$ cat config.mk
export PLATFORM = sky130hd
export DESIGN_NAME = cha_regs
export DESIGN_NICKNAME = d
export VERILOG_FILES = /design/src/core/cha_pkg.sv /design/src/core/cha_host_access.sv /design/src/core/cha_regs.sv
export VERILOG_INCLUDE_DIRS = /design/src /design/src/core
export SDC_FILE = /design/constraint.sdc
export NUM_CORES = 1
export LEC_CHECK = 0
export BUFFER_PORTS_ARGS = -buffer_cell sky130_fd_sc_hd__buf_2
export CORE_MARGIN = 2
export CORE_UTILIZATION = 51
export CTS_BUF_LIST = sky130_fd_sc_hd__clkbuf_4 sky130_fd_sc_hd__clkbuf_8
export CTS_CLUSTER_SIZE = 20
export DETAILED_ROUTE_END_ITERATION = 6
export PLACE_DENSITY = 0.86
export SLEW_MARGIN = 5
export SYNTH_ARGS = -nofsm -noshare
export SYNTH_HDL_FRONTEND = slang
export SYNTH_SLANG_ARGS = --single-unit
$ cat constraint.sdc
create_clock -name clock -period 3.5 [get_ports clock]
set_clock_uncertainty 0.1 [all_clocks]
set_input_delay 0.525 -clock clock [delete_from_list [all_inputs] [get_ports clock]]
set_output_delay 0.525 -clock clock [all_outputs]
set_load 0.02 [all_outputs]
$ cat src/core/cha_consts.svh
// Offsets, field positions, reset values and codes of the command and host access registers
`ifndef CHA_CONSTS_SVH
`define CHA_CONSTS_SVH

// ****************************************************************
// Register offsets
// ****************************************************************
`define CHA_OFF_COMMAND_CONTROL 8'h00
`define CHA_OFF_HOST_ACCESS_CONTROL 8'h01

// ****************************************************************
// Command control fields
// ****************************************************************
`define CHA_CMD_STANDBY_BIT 7
`define CHA_CMD_RF_OFF_BIT 6
`define CHA_CMD_CODE_MSB 4
`define CHA_CMD_CODE_LSB 0
`define CHA_CMD_IDLE_CODE 5'h00
`define CHA_CMD_RESET 8'h00

// ****************************************************************
// Host access control fields
// ****************************************************************
`define CHA_HAC_UNLOCK_BIT 7
`define CHA_HAC_OWN_HOST_BIT 6
`define CHA_HAC_OWN_SECURE_BIT 5
`define CHA_HAC_PORT_MSB 3
`define CHA_HAC_PORT_LSB 2
`define CHA_HAC_RESET 8'h00

// ****************************************************************
// Answer for unmapped offsets
// ****************************************************************
`define CHA_UNMAPPED_DATA 8'h00

`endif

$ cat src/core/cha_pkg.sv
// Types shared by the command and host access register bank
package cha_pkg;

    // Interface selection of the secure module port
    typedef enum logic [1:0]
    {
        CHA_PORT_OFF,
        CHA_PORT_SPI,
        CHA_PORT_I2C_LIGHT_VARIANT,
        CHA_PORT_I2C
    } cha_port_e;

    // State of the host access control register
    typedef struct packed
    {
        logic host_access_unlock;
        logic bus_owner_host;
        logic bus_owner_secure_module;
        cha_port_e secure_module_port_select;
    } cha_hac_s;

    // State of the top level bank
    typedef struct packed
    {
        logic standby;
        logic rf_frontend_off;
        logic [4:0] cmd_code;
        logic cmd_start;
        logic [7:0] rdata;
        logic rvalid;
    } cha_main_s;

endpackage : cha_pkg

$ cat src/core/cha_host_access.sv
// Host access control register with its write-once unlock step
`timescale 1ns/1ps
`include "cha_consts.svh"

module cha_host_access
(
    input wire logic clock,
    input wire logic resetn,
    input wire logic any_wr,
    input wire logic hac_wr,
    input wire logic [7:0] wdata,
    output cha_pkg::cha_hac_s state
);

    cha_pkg::cha_hac_s hac_q;
    cha_pkg::cha_hac_s hac_d;

    // ****************************************************************
    // Next state
    // ****************************************************************
    // Any write while unlocked consumes the unlock; a write to this register also applies the fields
    always_comb
    begin
        hac_d = hac_q;
        if (any_wr && hac_q.host_access_unlock)
        begin
            hac_d.host_access_unlock = 1'b0;
            if (hac_wr)
            begin
                // Both owners at once is refused, the old owner stays
                if (!(wdata[`CHA_HAC_OWN_HOST_BIT] && wdata[`CHA_HAC_OWN_SECURE_BIT]))
                begin
                    hac_d.bus_owner_host = wdata[`CHA_HAC_OWN_HOST_BIT];
                    hac_d.bus_owner_secure_module = wdata[`CHA_HAC_OWN_SECURE_BIT];
                end
                hac_d.secure_module_port_select =
                    cha_pkg::cha_port_e'(wdata[`CHA_HAC_PORT_MSB:`CHA_HAC_PORT_LSB]);
            end
        end
        else if (hac_wr)
        begin
            // Locked: only the unlock bit is taken, the rest is ignored
            hac_d.host_access_unlock = wdata[`CHA_HAC_UNLOCK_BIT];
        end
    end

    // State register
    always_ff @(posedge clock or negedge resetn)
    begin
        if (!resetn)
        begin
            hac_q <= cha_pkg::cha_hac_s'(5'h00);
        end
        else
        begin
            hac_q <= hac_d;
        end
    end

    assign state = hac_q;

endmodule : cha_host_access

$ cat src/core/cha_regs.sv
// Command and host access register bank of the reader front end
`timescale 1ns/1ps
`include "cha_consts.svh"

// What this block does
// - Writing one to bit 7 of command_control puts the device into power-down.
// - Writing one to bit 6 of command_control powers down the RF receiver and transmitter.
// - Bits 4 to 0 of command_control hold the running command, and writing them selects the command.
// - The command field returns to the idle code by itself when the running command finishes.
// - Setting bit 7 of host_access_control unlocks the rest of it for the next write.
// - The unlock bit clears itself on the next write access after it was set.
// - Bit 6 of host_access_control hands the internal bus to the host.
// - Bit 5 of host_access_control hands the internal bus to the secure module.
// - Both ownership bits never stand set together; a write asking for both keeps the old owners, but its port field is still taken.
// - Ownership bits are taken only when the unlock bit was set before.
// - Bits 3 to 2 of host_access_control select the secure module port: off, SPI, I2C light, I2C.
module cha_regs
#(
    parameter int ADDR_W = 8
)
(
    input wire logic clock,
    input wire logic resetn,
    input wire logic reg_wr,
    input wire logic reg_rd,
    input wire logic [ADDR_W-1:0] reg_addr,
    input wire logic [7:0] reg_wdata,
    input wire logic cmd_done,
    input wire logic wake_req,
    output logic [7:0] reg_rdata,
    output logic reg_rvalid,
    output logic [4:0] cmd_code,
    output logic cmd_start,
    output logic power_down,
    output logic rf_frontend_off,
    output logic host_access_unlock,
    output logic bus_owner_host,
    output logic bus_owner_secure_module,
    output cha_pkg::cha_port_e secure_module_port_select
);

    // ****************************************************************
    // Elaboration checks
    // ****************************************************************
    // The offsets need at least a full byte of address
    if (ADDR_W < 8)
    begin : g_bad_addr_w
        $error("cha_regs: ADDR_W must be at least 8");
    end

    // ****************************************************************
    // Declarations
    // ****************************************************************
    cha_pkg::cha_main_s main_q;
    cha_pkg::cha_main_s main_d;
    cha_pkg::cha_hac_s hac;
    logic sel_cmd;
    logic sel_hac;
    logic [7:0] cmd_view;
    logic [7:0] hac_view;

    // ****************************************************************
    // Address decode
    // ****************************************************************
    // Upper address bits must be zero for a hit
    assign sel_cmd = (reg_addr == ADDR_W'(`CHA_OFF_COMMAND_CONTROL));
    assign sel_hac = (reg_addr == ADDR_W'(`CHA_OFF_HOST_ACCESS_CONTROL));

    // ****************************************************************
    // Host access control register
    // ****************************************************************
    // Every write, to any offset, is shown so the unlock can be consumed
    cha_host_access u_host_access
    (
        .clock(clock),
        .resetn(resetn),
        .any_wr(reg_wr),
        .hac_wr(reg_wr && sel_hac),
        .wdata(reg_wdata),
        .state(hac)
    );

    // ****************************************************************
    // Read views
    // ****************************************************************
    // Reserved bits are tied to zero in both views
    always_comb
    begin
        cmd_view = 8'h00;
        cmd_view[`CHA_CMD_STANDBY_BIT] = main_q.standby;
        cmd_view[`CHA_CMD_RF_OFF_BIT] = main_q.rf_frontend_off;
        cmd_view[`CHA_CMD_CODE_MSB:`CHA_CMD_CODE_LSB] = main_q.cmd_code;
        hac_view = 8'h00;
        hac_view[`CHA_HAC_UNLOCK_BIT] = hac.host_access_unlock;
        hac_view[`CHA_HAC_OWN_HOST_BIT] = hac.bus_owner_host;
        hac_view[`CHA_HAC_OWN_SECURE_BIT] = hac.bus_owner_secure_module;
        hac_view[`CHA_HAC_PORT_MSB:`CHA_HAC_PORT_LSB] = hac.secure_module_port_select;
    end

    // ****************************************************************
    // Next state of the command register and read port
    // ****************************************************************
    // A host write beats a finish or wake event in the same cycle
    always_comb
    begin
        main_d = main_q;
        main_d.cmd_start = 1'b0;
        main_d.rvalid = 1'b0;

        // The running command ends and the field falls back to idle
        if (cmd_done)
        begin
            main_d.cmd_code = `CHA_CMD_IDLE_CODE;
        end

        // Wake-up from power-down is reported by the power logic
        if (wake_req)
        begin
            main_d.standby = 1'b0;
        end

        // Host write to the command register
        if (reg_wr && sel_cmd)
        begin
            main_d.standby = reg_wdata[`CHA_CMD_STANDBY_BIT];
            main_d.rf_frontend_off = reg_wdata[`CHA_CMD_RF_OFF_BIT];
            main_d.cmd_code = reg_wdata[`CHA_CMD_CODE_MSB:`CHA_CMD_CODE_LSB];
            main_d.cmd_start = 1'b1;
        end

        // Read answer one cycle after the strobe
        if (reg_rd)
        begin
            main_d.rvalid = 1'b1;
            if (sel_cmd)
            begin
                main_d.rdata = cmd_view;
            end
            else if (sel_hac)
            begin
                main_d.rdata = hac_view;
            end
            else
            begin
                main_d.rdata = `CHA_UNMAPPED_DATA;
            end
        end
    end

    // ****************************************************************
    // State register
    // ****************************************************************
    always_ff @(posedge clock or negedge resetn)
    begin
        if (!resetn)
        begin
            main_q <= '0;
        end
        else
        begin
            main_q <= main_d;
        end
    end

    // ****************************************************************
    // Outputs
    // ****************************************************************
    // All outputs are taken straight from flip-flops
    assign reg_rdata = main_q.rdata;
    assign reg_rvalid = main_q.rvalid;
    assign cmd_code = main_q.cmd_code;
    assign cmd_start = main_q.cmd_start;
    assign power_down = main_q.standby;
    assign rf_frontend_off = main_q.rf_frontend_off;
    assign host_access_unlock = hac.host_access_unlock;
    assign bus_owner_host = hac.bus_owner_host;
    assign bus_owner_secure_module = hac.bus_owner_secure_module;
    assign secure_module_port_select = hac.secure_module_port_select;

endmodule : cha_regs

==> results.toml, run 1 <==
[routing]
drt-total-wl_um = 2203
antenna_violating_nets_post_route = 0
detail_route.wl_per_cell_um = 15.74
detailedRoute.firstIterationViolations = 19
via_count = 761
route.detailed.drc = 0
first_pass_iters = 4
post_drt_via_cell_ratio = 5.436

[clock_tree]
cts_hold_buf = 0
cts.htree.levels = 1
cts_tree = "built"
cts-buffers-inserted = 3
cts_root_buf = "sky130_fd_sc_hd__clkbuf_4"
cts_num_sinks = 22
worstSkewPairLatency_ns = 0.30
clkSlewWorstSetupHoldPaths_ns = 0.12
post_cts_buffers = 0
cts_max_path_bufs = 2
number_of_gates_resized_after_cts = 0

[die]
design.portCount = 44
design.die.area_um2 = 2255
chipHeight_um = 47.49
rows = 15
fp.coreArea_um2 = 1745
start_util_pct = 55.27
die_width_um = 47.49

[critical_path]
kind_of_end_point_of_the_critical_path = "flop"
cp_slowest_cell = "sky130_fd_sc_hd__nor4_4"
worst_setup_path_category = "primary input to flop"
worst_ep_required_time_ns = 3.59
cp_cell_sequence = "buf_2 > nor4_4 > nand3_4 > mux2_1"
arrival_worst_endpoint_ns = 1.70
slowest_delay_ns = 0.47
worstPathMaxFanout = 8
cp-start-kind = "primary input"
regToRegSetupSlack_ns = 2.12

[logic_synthesis]
synthesis.yosys.warnings = 0
avg_inst_size_synth_um2 = 13.78
netlist-cell-type-count = 23
synth.largest_area_cell = "sky130_fd_sc_hd__dfrtp_1"
mappedNetlistNets = 92
synthTopCellsByArea = "sky130_fd_sc_hd__dfrtp_1 (57%), sky130_fd_sc_hd__nor2b_1 (7.1%), sky130_fd_sc_hd__mux2_2 (5.8%), sky130_fd_sc_hd__a221o_1 (4.2%), sky130_fd_sc_hd__a22o_1 (3.6%)"
post_synth_instance_area_um2 = 964.7
synth-seq-cells = 22
post_synth_inst_count = 70
portion_of_the_post_synthesis_area_used_by_sequential_elements_pct = 57.07
top_cell_type_s_share_of_synthesized_area_pct = 57.07

[timing]
maxSlewHeadroom_pct = 62.61
maxClockFrequency_mhz = 623.2
final.period_utilization_pct = 45.85
fin_crit_ns = 1.605
setup_tns_ns = 0
setup_viol_count_final = 0
final_hold_viol_count = 0
maxSlewViolCount = 0
transition_time_of_the_tightest_slew_check_pin_ns = 0.5530
rsz0062_at_grt = "no"

[power]
power.density_cell_area_nw_per_um2 = 325.7
power.leakage_nw = 0.6845
power.ir.vdd_worst_v = 0.0002135

[global_routing]
grt.total_usage_pct = 21.55
grt_pass1_vias = 688
grt_first_pass_wirelength_um = 3222
grt_overflow = 0
grt_start_max_net_pins = 23
grt_antenna_before_repair = 0

[worst_hold_path]
hold_wc_path_type = "primary input to asynchronous set/reset pin"

[placed_design]
detailedPlacementHpwl_um = 1686
final_wtd_congestion = 0.8183
port_buffer_count = 43

[layout]
layout-drive-gt1-share_pct = 51.30
utilization_pct = 70.25
multi_input_comb_area_um2 = 391.6
fillerInstances = 152
design.final.nets = 139
layout.cells.most_common = "sky130_fd_sc_hd__buf_2"
layout.cells.most_common_list = "sky130_fd_sc_hd__buf_2 (43), sky130_fd_sc_hd__dfrtp_1 (22), sky130_fd_sc_hd__nor2b_1 (11), sky130_fd_sc_hd__mux2_2 (5)"
register_area_um2 = 550.5
antenna-diode-count = 0
area_growth_syn_to_layout_pct = 27.11

[run]
max-cap-violations = 0

[status]
outcome = "finished, final reports clean"
==> kinds of logic after synthesis <==
family | count (synthesis) | synth area share [%]
AND/OR/NAND/NOR | 23 | 19.72
flip-flops | 22 | 57.07
AO/OA/AOI/OAI | 11 | 9.597
multiplexers | 9 | 11.28
buffers and inverters | 5 | 2.334
==> routing by layer <==
| metal | vias to the layer above | wire, um | track usage [%] |
|---|---|---|---|
| li1 | 349 | - | - |
| met1 | 373 | 986 | 29.48 |
| met2 | 33 | 1063 | 31.89 |
| met3 | 6 | 96 | 4.151 |
| met4 | 0 | 56 | 12.78 |
| met5 | - | 0 | 0 |
==> power breakdown <==
part           internal, mW  leakage [nW]  switching (mW)
Clock                0.0401        0.0138          0.0718
Combinational        0.0123         0.371          0.0187
Sequential            0.255         0.300        0.000881
==> flip-flops by register name, summed over array words and instances, names as in the netlist <==
name	cells
power_down	1
reg_rdata	8
reg_rvalid	1
cmd_code	5
cmd_start	1
u_host_access.state	5
rf_frontend_off	1
==> metrics by stage <==
| step | cells | power [mW] | instance area, um2 | setup slack (ns) | hold slack, ns |
|---|---|---|---|---|---|
| floorplan | 70 | 0.2681 | 964.7 | 1.841 | 0.1294 |
| global placement | 137 | 0.2914 | 1204 | 1.656 | 0.3867 |
| detailed placement | 137 | 0.2925 | 1204 | 1.596 | 0.3929 |
| CTS | 140 | 0.3986 | 1226 | 1.916 | 0.07902 |
| global route | 140 | 0.4117 | 1226 | 1.873 | 0.08719 |
| finish | 140 | 0.3993 | 1226 | 1.895 | 0.05402 |
==> worst max-delay path: cells and delay by family <==
| kind | cells | cell delay, ns |
|---|---|---|
| mux | 1 | 0.36 |
| simple gates | 2 | 0.70 |
| buf+inv | 1 | 0.11 |
==> path summary, 6_finish.rpt <==
kind,to,from,cells after the start
max,cmd_code[2],reg_addr[5],4
min,u_host_access.state[4],resetn,1
max reg2reg,u_host_access.state[1],u_host_access.state[4],3
min reg2reg,reg_rdata[0],reg_rdata[0],1
max in group asynchronous,reg_rdata[1],resetn,1
min in group clock,reg_rvalid,reg_rd,1
==> cells in the mapped netlist <==
library cell and count:
sky130_fd_sc_hd__nor4_4 1, sky130_fd_sc_hd__nor2b_1 11, sky130_fd_sc_hd__nor4_2 1, sky130_fd_sc_hd__mux2_1 2, sky130_fd_sc_hd__a221o_1 4, sky130_fd_sc_hd__inv_1 4
sky130_fd_sc_hd__a22o_1 4, sky130_fd_sc_hd__buf_4 1, sky130_fd_sc_hd__dfrtp_1 22, sky130_fd_sc_hd__nand4_1 2, sky130_fd_sc_hd__a21oi_1 1, sky130_fd_sc_hd__mux2_4 2
sky130_fd_sc_hd__nand4b_1 1, sky130_fd_sc_hd__o21ai_0 1, sky130_fd_sc_hd__nor4b_1 1, sky130_fd_sc_hd__nand3_4 1, sky130_fd_sc_hd__nor3_1 1, sky130_fd_sc_hd__mux2_2 5
sky130_fd_sc_hd__and4_2 1, sky130_fd_sc_hd__and3_2 1, sky130_fd_sc_hd__and2_1 1, sky130_fd_sc_hd__and4b_2 1, sky130_fd_sc_hd__o21a_1 1
==> area by class of cell <==
type / count / area share [%]
multi-input cells: 43 / 31.94
clock buffers: 3 / 1.837
flip-flops and latches: 22 / 44.90
well taps: 25 / 2.551
repair buffers: 43 / 17.55
inverters: 4 / 1.224
No activity file was read; power rests on OpenSTA's default activity.
==> run 2, diff against run 1 <==
ABC_AREA = 1   (was unset)
CORE_UTILIZATION = 48   (was 51)
PLACE_DENSITY = 0.81   (was 0.86)
clock period = 1.7 ns   (was 3.5 ns; I/O delays follow)
==> run 2 against run 1 <==
  * Clock power grew to 2.5 times the previous value
  * Combinational power is 140% higher
  * Sequential cell count unchanged
  * Sequential share of layout area is 1.8 points lower
  * Largest cell class unchanged
  * Largest power group unchanged
==> results.toml, run 2 <==
[global_routing]
grt_first_pass_wirelength_um = 3670
grt.total_usage_pct = 19.37
grt_start_max_net_pins = 23
grt_overflow = 0
grt_antenna_before_repair = 0
grt_pass1_vias = 892

[worst_hold_path]
hold_wc_path_type = "primary input to flop"

[critical_path]
slowest_delay_ns = 0.43
worstPathMaxFanout = 3
worst_setup_path_category = "flop to output port"
worst_ep_required_time_ns = 1.34
cp-start-kind = "flop"
cp_slowest_cell = "sky130_fd_sc_hd__dfrtp_1"
kind_of_end_point_of_the_critical_path = "output port"
arrival_worst_endpoint_ns = 0.90
combined_buffer_and_inverter_count_along_the_critical_path = 1
cp_cell_sequence = "buf_2"
critical-path-top-delay-family = "flip-flops"

[logic_synthesis]
synth_ff_type = "sky130_fd_sc_hd__dfrtp_1"
synth-seq-cells = 22
portion_of_the_post_synthesis_area_used_by_sequential_elements_pct = 55.07
post-synth-top-count-cell = "sky130_fd_sc_hd__nand2_1"
post_synth_instance_area_um2 = 999.7
synth_common_cells = "sky130_fd_sc_hd__nand2_1 (60), sky130_fd_sc_hd__dfrtp_1 (22), sky130_fd_sc_hd__nand3_1 (12)"
post_synth_inst_count = 120
async_reset_ff_share_pct = 100.0
synth_enable_flop_cells = 0
synth.largest_area_cell = "sky130_fd_sc_hd__dfrtp_1"
netlist-cell-type-count = 16
synthesis.yosys.warnings = 0
mappedNetlistNets = 142
top_cell_type_s_share_of_synthesized_area_pct = 55.07
synthTopCellsByArea = "sky130_fd_sc_hd__dfrtp_1 (55%), sky130_fd_sc_hd__nand2_1 (23%), sky130_fd_sc_hd__nand3_1 (6.0%), sky130_fd_sc_hd__a21boi_0 (2.3%), sky130_fd_sc_hd__nor2_4 (2.3%)"
avg_inst_size_synth_um2 = 8.331

[power]
power.density_cell_area_nw_per_um2 = 694.2
power.switching_mw = 0.2026
p_total_mw = 0.8878
sequentialPowerShare_pct = 59.7
netSwitchingFraction_pct = 22.82
power.leakage_nw = 0.8017
combinational_share_of_power_pct = 8.3
internal_power_mw = 0.6852
power.ir.vdd_worst_v = 0.0005208
power.clock.fraction_pct = 32.1

[clock_tree]
number_of_gates_resized_after_cts = 0
cts-buffers-inserted = 3
cts.htree.levels = 1
cts_max_path_bufs = 2
cts_hold_buf = 1
clkSlewWorstSetupHoldPaths_ns = 0.12
cts_num_sinks = 22
cts_root_buf = "sky130_fd_sc_hd__clkbuf_4"
post_cts_buffers = 0
cts_tree = "built"
worstSkewPairLatency_ns = 0.30

[placed_design]
placed_area_um2 = 1232
final_wtd_congestion = 0.8188
port_buffer_count = 43
post-place-ws_ns = 0.2427
detailedPlacementHpwl_um = 1714
placed_cells = 188

[routing]
post_drt_via_cell_ratio = 4.917
detail_route.wl_per_cell_um = 11.51
antenna_violating_nets_post_route = 0
route.detailed.drc = 0
drt-total-wl_um = 2222
detailedRoute.firstIterationViolations = 23
first_pass_iters = 4
via_count = 949

[timing]
final.period_utilization_pct = 73.63
fin_crit_ns = 1.252
rsz0062_at_grt = "no"
maxSlewHeadroom_pct = 68.11
finalWorstSetupSlack_ns = 0.4483
final_hold_viol_count = 0
hold-worst-slack_ns = 0.04595
setup_viol_count_final = 0
maxClockFrequency_mhz = 798.9
setup_tns_ns = 0
transition_time_of_the_tightest_slew_check_pin_ns = 0.4784
maxSlewViolCount = 0

[layout]
finalInstanceArea_um2 = 1279
layout.cells.most_common = "sky130_fd_sc_hd__nand2_1"
flip_flop_count_of_the_largest_register_all_copies_and_words_added = 8
multi_input_comb_area_um2 = 405.4
area_growth_syn_to_layout_pct = 27.91
antenna-diode-count = 0
layout-drive-gt1-share_pct = 32.53
layout.cells.most_common_list = "sky130_fd_sc_hd__nand2_1 (60), sky130_fd_sc_hd__buf_2 (43), sky130_fd_sc_hd__dfrtp_1 (22), sky130_fd_sc_hd__nand3_1 (12), sky130_fd_sc_hd__inv_1 (5)"
fillerInstances = 200
finalNonFillerCells = 193
design.final.nets = 189
register_area_um2 = 550.5
utilization_pct = 65.18

[die]
design.die.area_um2 = 2464
chipHeight_um = 49.64
die_width_um = 49.64
fp.coreArea_um2 = 1962
start_util_pct = 50.96
design.portCount = 44
rows = 16

[status]
outcome = "finished, final reports clean"

[run]
max-cap-violations = 0
==> run 2: cell count changes after synthesis, moves of 5 or more <==
cell and change:
sky130_fd_sc_hd__nor2b_1 -11, sky130_fd_sc_hd__nand2_1 +60, sky130_fd_sc_hd__mux2_2 -5, sky130_fd_sc_hd__nand3_1 +12
==> run 2: path summary, 6_finish.rpt <==
check	startpoint	endpoint	slack (ns)	cells after the start
hold reg to reg	reg_rdata[0]	reg_rdata[0]	0.39	2
max in group asynchronous	resetn	power_down	0.85	2
hold / removal	reg_wdata[1]	cmd_code[1]	0.05	3
setup reg to reg	u_host_access.state[4]	u_host_access.state[2]	0.52	5
min in group asynchronous	resetn	reg_rdata[2]	0.32	2
setup / recovery	u_host_access.state[3]	bus_owner_host	0.45	1
==> run 2: power groups by stage <==
stage                     Combinational [mW]  Sequential [mW]  Clock (mW)
after floorplan                       0.0200            0.545           0
final                                 0.0732            0.530       0.285
after detailed placement              0.0722            0.540           0
after global routing                  0.0823            0.531       0.312
after global placement                0.0699            0.540           0
after CTS                             0.0741            0.530       0.291
==> run 2: final cells by class <==
cell class,instances,share of cell area [%]
tap,27,2.642
timing repair buffer,44,17.61
sequential,22,43.05
clock buffer,4,2.838
multi-input combinational,90,31.70
inverter,6,2.153
==> run 2: cell families (layout without fill, tap and decap cells) <==
family,after synthesis,after routing,synth area share [%]
AOI/OAI and AO/OA,5,5,3.254
buffers and inverters,8,54,4.380
DFF,22,22,55.07
and+or+nand+nor,85,85,37.30
==> run 2: routing by layer <==
layer,global-route usage (%),up-vias,wire (um)
li1,-,472,-
met5,0,-,0
met1,23.72,435,953
met2,32.67,38,1119
met3,3.636,4,121
met4,9.259,0,28
==> run 2: worst min-delay path, cell delays in order <==
cell and delay [ns]:
sky130_fd_sc_hd__buf_2 0.07, sky130_fd_sc_hd__nand2_1 0.04, sky130_fd_sc_hd__nand2_1 0.05
==> run 3, diff against run 2 <==
CORE_UTILIZATION = 43   (was 48)
PLACE_DENSITY = 0.77   (was 0.81)
clock period = 1.13 ns   (was 1.7 ns; I/O delays follow)
==> run 3 against run 2 <==
  * Sequential cell count unchanged
  * Critical endpoint is now host_access_unlock
  * Hold slack lost 0.040 ns
  * Core utilization is 13 points higher
  * Largest power group unchanged
  * Largest cell class is now non-clock buffers
  * Final cell count up 19%
  * Global-route usage up 2.5 points
  * Via count up 20%
  * The flow now finishes with violations (setup timing)
==> results.toml, run 3 (same netlist as run 2, synthesis figures left out) <==
[critical_path]
arrival_worst_endpoint_ns = 0.99
cp_cell_sequence = "buf_6 > buf_6"
regToRegSetupSlack_ns = 0.01
critical_path.most_common_cell = "sky130_fd_sc_hd__buf_6"
kind_of_end_point_of_the_critical_path = "output port"
worst_setup_path_category = "flop to output port"
critPathLaunch = "u_host_access.state[4]"
setup.worst_path.end = "host_access_unlock"
crit-reg2reg-capture = "reg_rdata[6]"
worstReg2RegStart = "u_host_access.state[3]"
worst_r2r_path_depth = 6
cp_slowest_cell = "sky130_fd_sc_hd__dfrtp_2"
worst_ep_required_time_ns = 0.86
slowest_delay_ns = 0.43
cp-start-kind = "flop"
worstPathMaxFanout = 2

[status]
violations = "setup timing"
outcome = "complete, but fails checks"

[global_routing]
most_used_routing_layer = "met2"
met1_usage_pct = 24.91
grt_first_pass_wirelength_um = 4395
grt.total_usage_pct = 21.91
grt.met2_usage_pct = 40.51
grt_start_max_net_pins = 23
grt_antenna_before_repair = 0
grt_overflow = 0
grt_use_met3_pct = 3.429
grt_pass1_vias = 1053

[layout]
layout-drive-gt1-share_pct = 42.57
finalNonFillerCells = 230
design.final.nets = 225
antenna-diode-count = 0
flip_flop_count_of_the_largest_register_all_copies_and_words_added = 8
layout.cells.most_common_list = "sky130_fd_sc_hd__nand2_1 (59), sky130_fd_sc_hd__buf_4 (25), sky130_fd_sc_hd__buf_6 (24), sky130_fd_sc_hd__dfrtp_1 (21), sky130_fd_sc_hd__buf_2 (21)"
layout.cells.most_common = "sky130_fd_sc_hd__nand2_1"
area_growth_syn_to_layout_pct = 72.97
utilization_pct = 78.17

[routing]
route.detailed.drc = 0
first_pass_iters = 4
detailedRoute.firstIterationViolations = 21
antenna_violating_nets_post_route = 0
via_count = 1140
post_drt_via_cell_ratio = 4.957
drt-total-wl_um = 2965
detail_route.wl_per_cell_um = 12.89

[die]
chipHeight_um = 52.22
start_util_pct = 45.19
rows = 17
die_width_um = 52.22
fp.coreArea_um2 = 2212
design.die.area_um2 = 2726
design.portCount = 44

[clock_tree]
cts.htree.levels = 1
cts-buffers-inserted = 3
cts_root_buf = "sky130_fd_sc_hd__clkbuf_4"
cts_max_path_bufs = 2
cts_tree = "built"
worstSkewPairLatency_ns = 0.33
cts_num_sinks = 22
clkSlewWorstSetupHoldPaths_ns = 0.13

[timing]
setup_tns_ns = -0.4276
maxSlewViolCount = 0
rsz0062_at_grt = "yes"
final_hold_viol_count = 0
maxSlewHeadroom_pct = 67.58
fin_crit_ns = 1.257
maxClockFrequency_mhz = 795.3
final.period_utilization_pct = 111.3
transition_time_of_the_tightest_slew_check_pin_ns = 0.4863
finalWorstSetupSlack_ns = -0.1274
setup_viol_count_final = 20
hold-worst-slack_ns = 0.005680

[placed_design]
placed_cells = 194
detailedPlacementHpwl_um = 1693
final_wtd_congestion = 0.7619
port_buffer_count = 43

[power]
power.density_cell_area_nw_per_um2 = 818.8
power.leakage_nw = 1.002
power.ir.vdd_worst_v = 0.0005831

[worst_hold_path]
hold_wc_path_type = "primary input to flop"

[run]
max-cap-violations = 0
==> run 3: layer usage <==
metal / vias to the layer above / wire, um
met3: 8 / 140
li1: 542 / -
met4: 0 / 60
met5: - / 0
met1: 547 / 1119
met2: 43 / 1644
==> run 3: timing repair <==
item	CTS	global route
hold buffers	10	0
resized for setup	29	23
buffers inserted	15	7
hold endpoints to repair	30	0
pin swaps	0	4
endpoints found under the setup margin	17	28
==> run 3: where the power goes <==
part / switching, mW / internal, mW
Combinational: 0.0814 / 0.0821
Clock: 0.257 / 0.198
Sequential: 0.00408 / 0.793
Total: 0.343 / 1.07
==> run 3: how the worst min path moves through the flow <==
| stage | start | to | slack, ns | cells past startpoint |
|---|---|---|---|---|
| after global placement | resetn | reg_rdata[0] | 0.05 | 1 |
| after floorplan | resetn | cmd_code[0] | -0.23 | 0 |
| after CTS | reg_wdata[5] | u_host_access.state[2] | 0.02 | 3 |
| after detailed placement | resetn | reg_rdata[0] | 0.06 | 1 |
| final | reg_wdata[5] | u_host_access.state[2] | 0.006 | 3 |
| after global routing | reg_wdata[5] | u_host_access.state[2] | 0.02 | 3 |
==> run 3: critical path: cells and delay by family, from the launching register on <==
kind | cells | cell delay [ns]
flip-flops | 1 | 0.43
buffers and inverters | 2 | 0.24
==> run 3: stage by stage <==
step	setup WS (ns)	area, um2	total power, mW
2_1_floorplan	0.02462	1001	0.8504
3_3_place_gp	-0.02448	1272	0.9255
3_5_place_dp	-0.1019	1272	0.9286
4_1_cts	-0.1083	1613	1.389
5_1_grt	-0.1532	1729	1.467
6_report	-0.1274	1729	1.416
==> run 3: area by class of cell <==
| type | count | area (um2) |
|---|---|---|
| Clock buffer | 4 | 36.28 |
| Inverter | 6 | 27.53 |
| Tap cell | 28 | 35.03 |
| Multi-Input combinational cell | 90 | 415.4 |
| Timing Repair Buffer | 80 | 663.1 |
| Fill cell | 151 | 483.0 |
| Sequential cell | 22 | 551.8 |
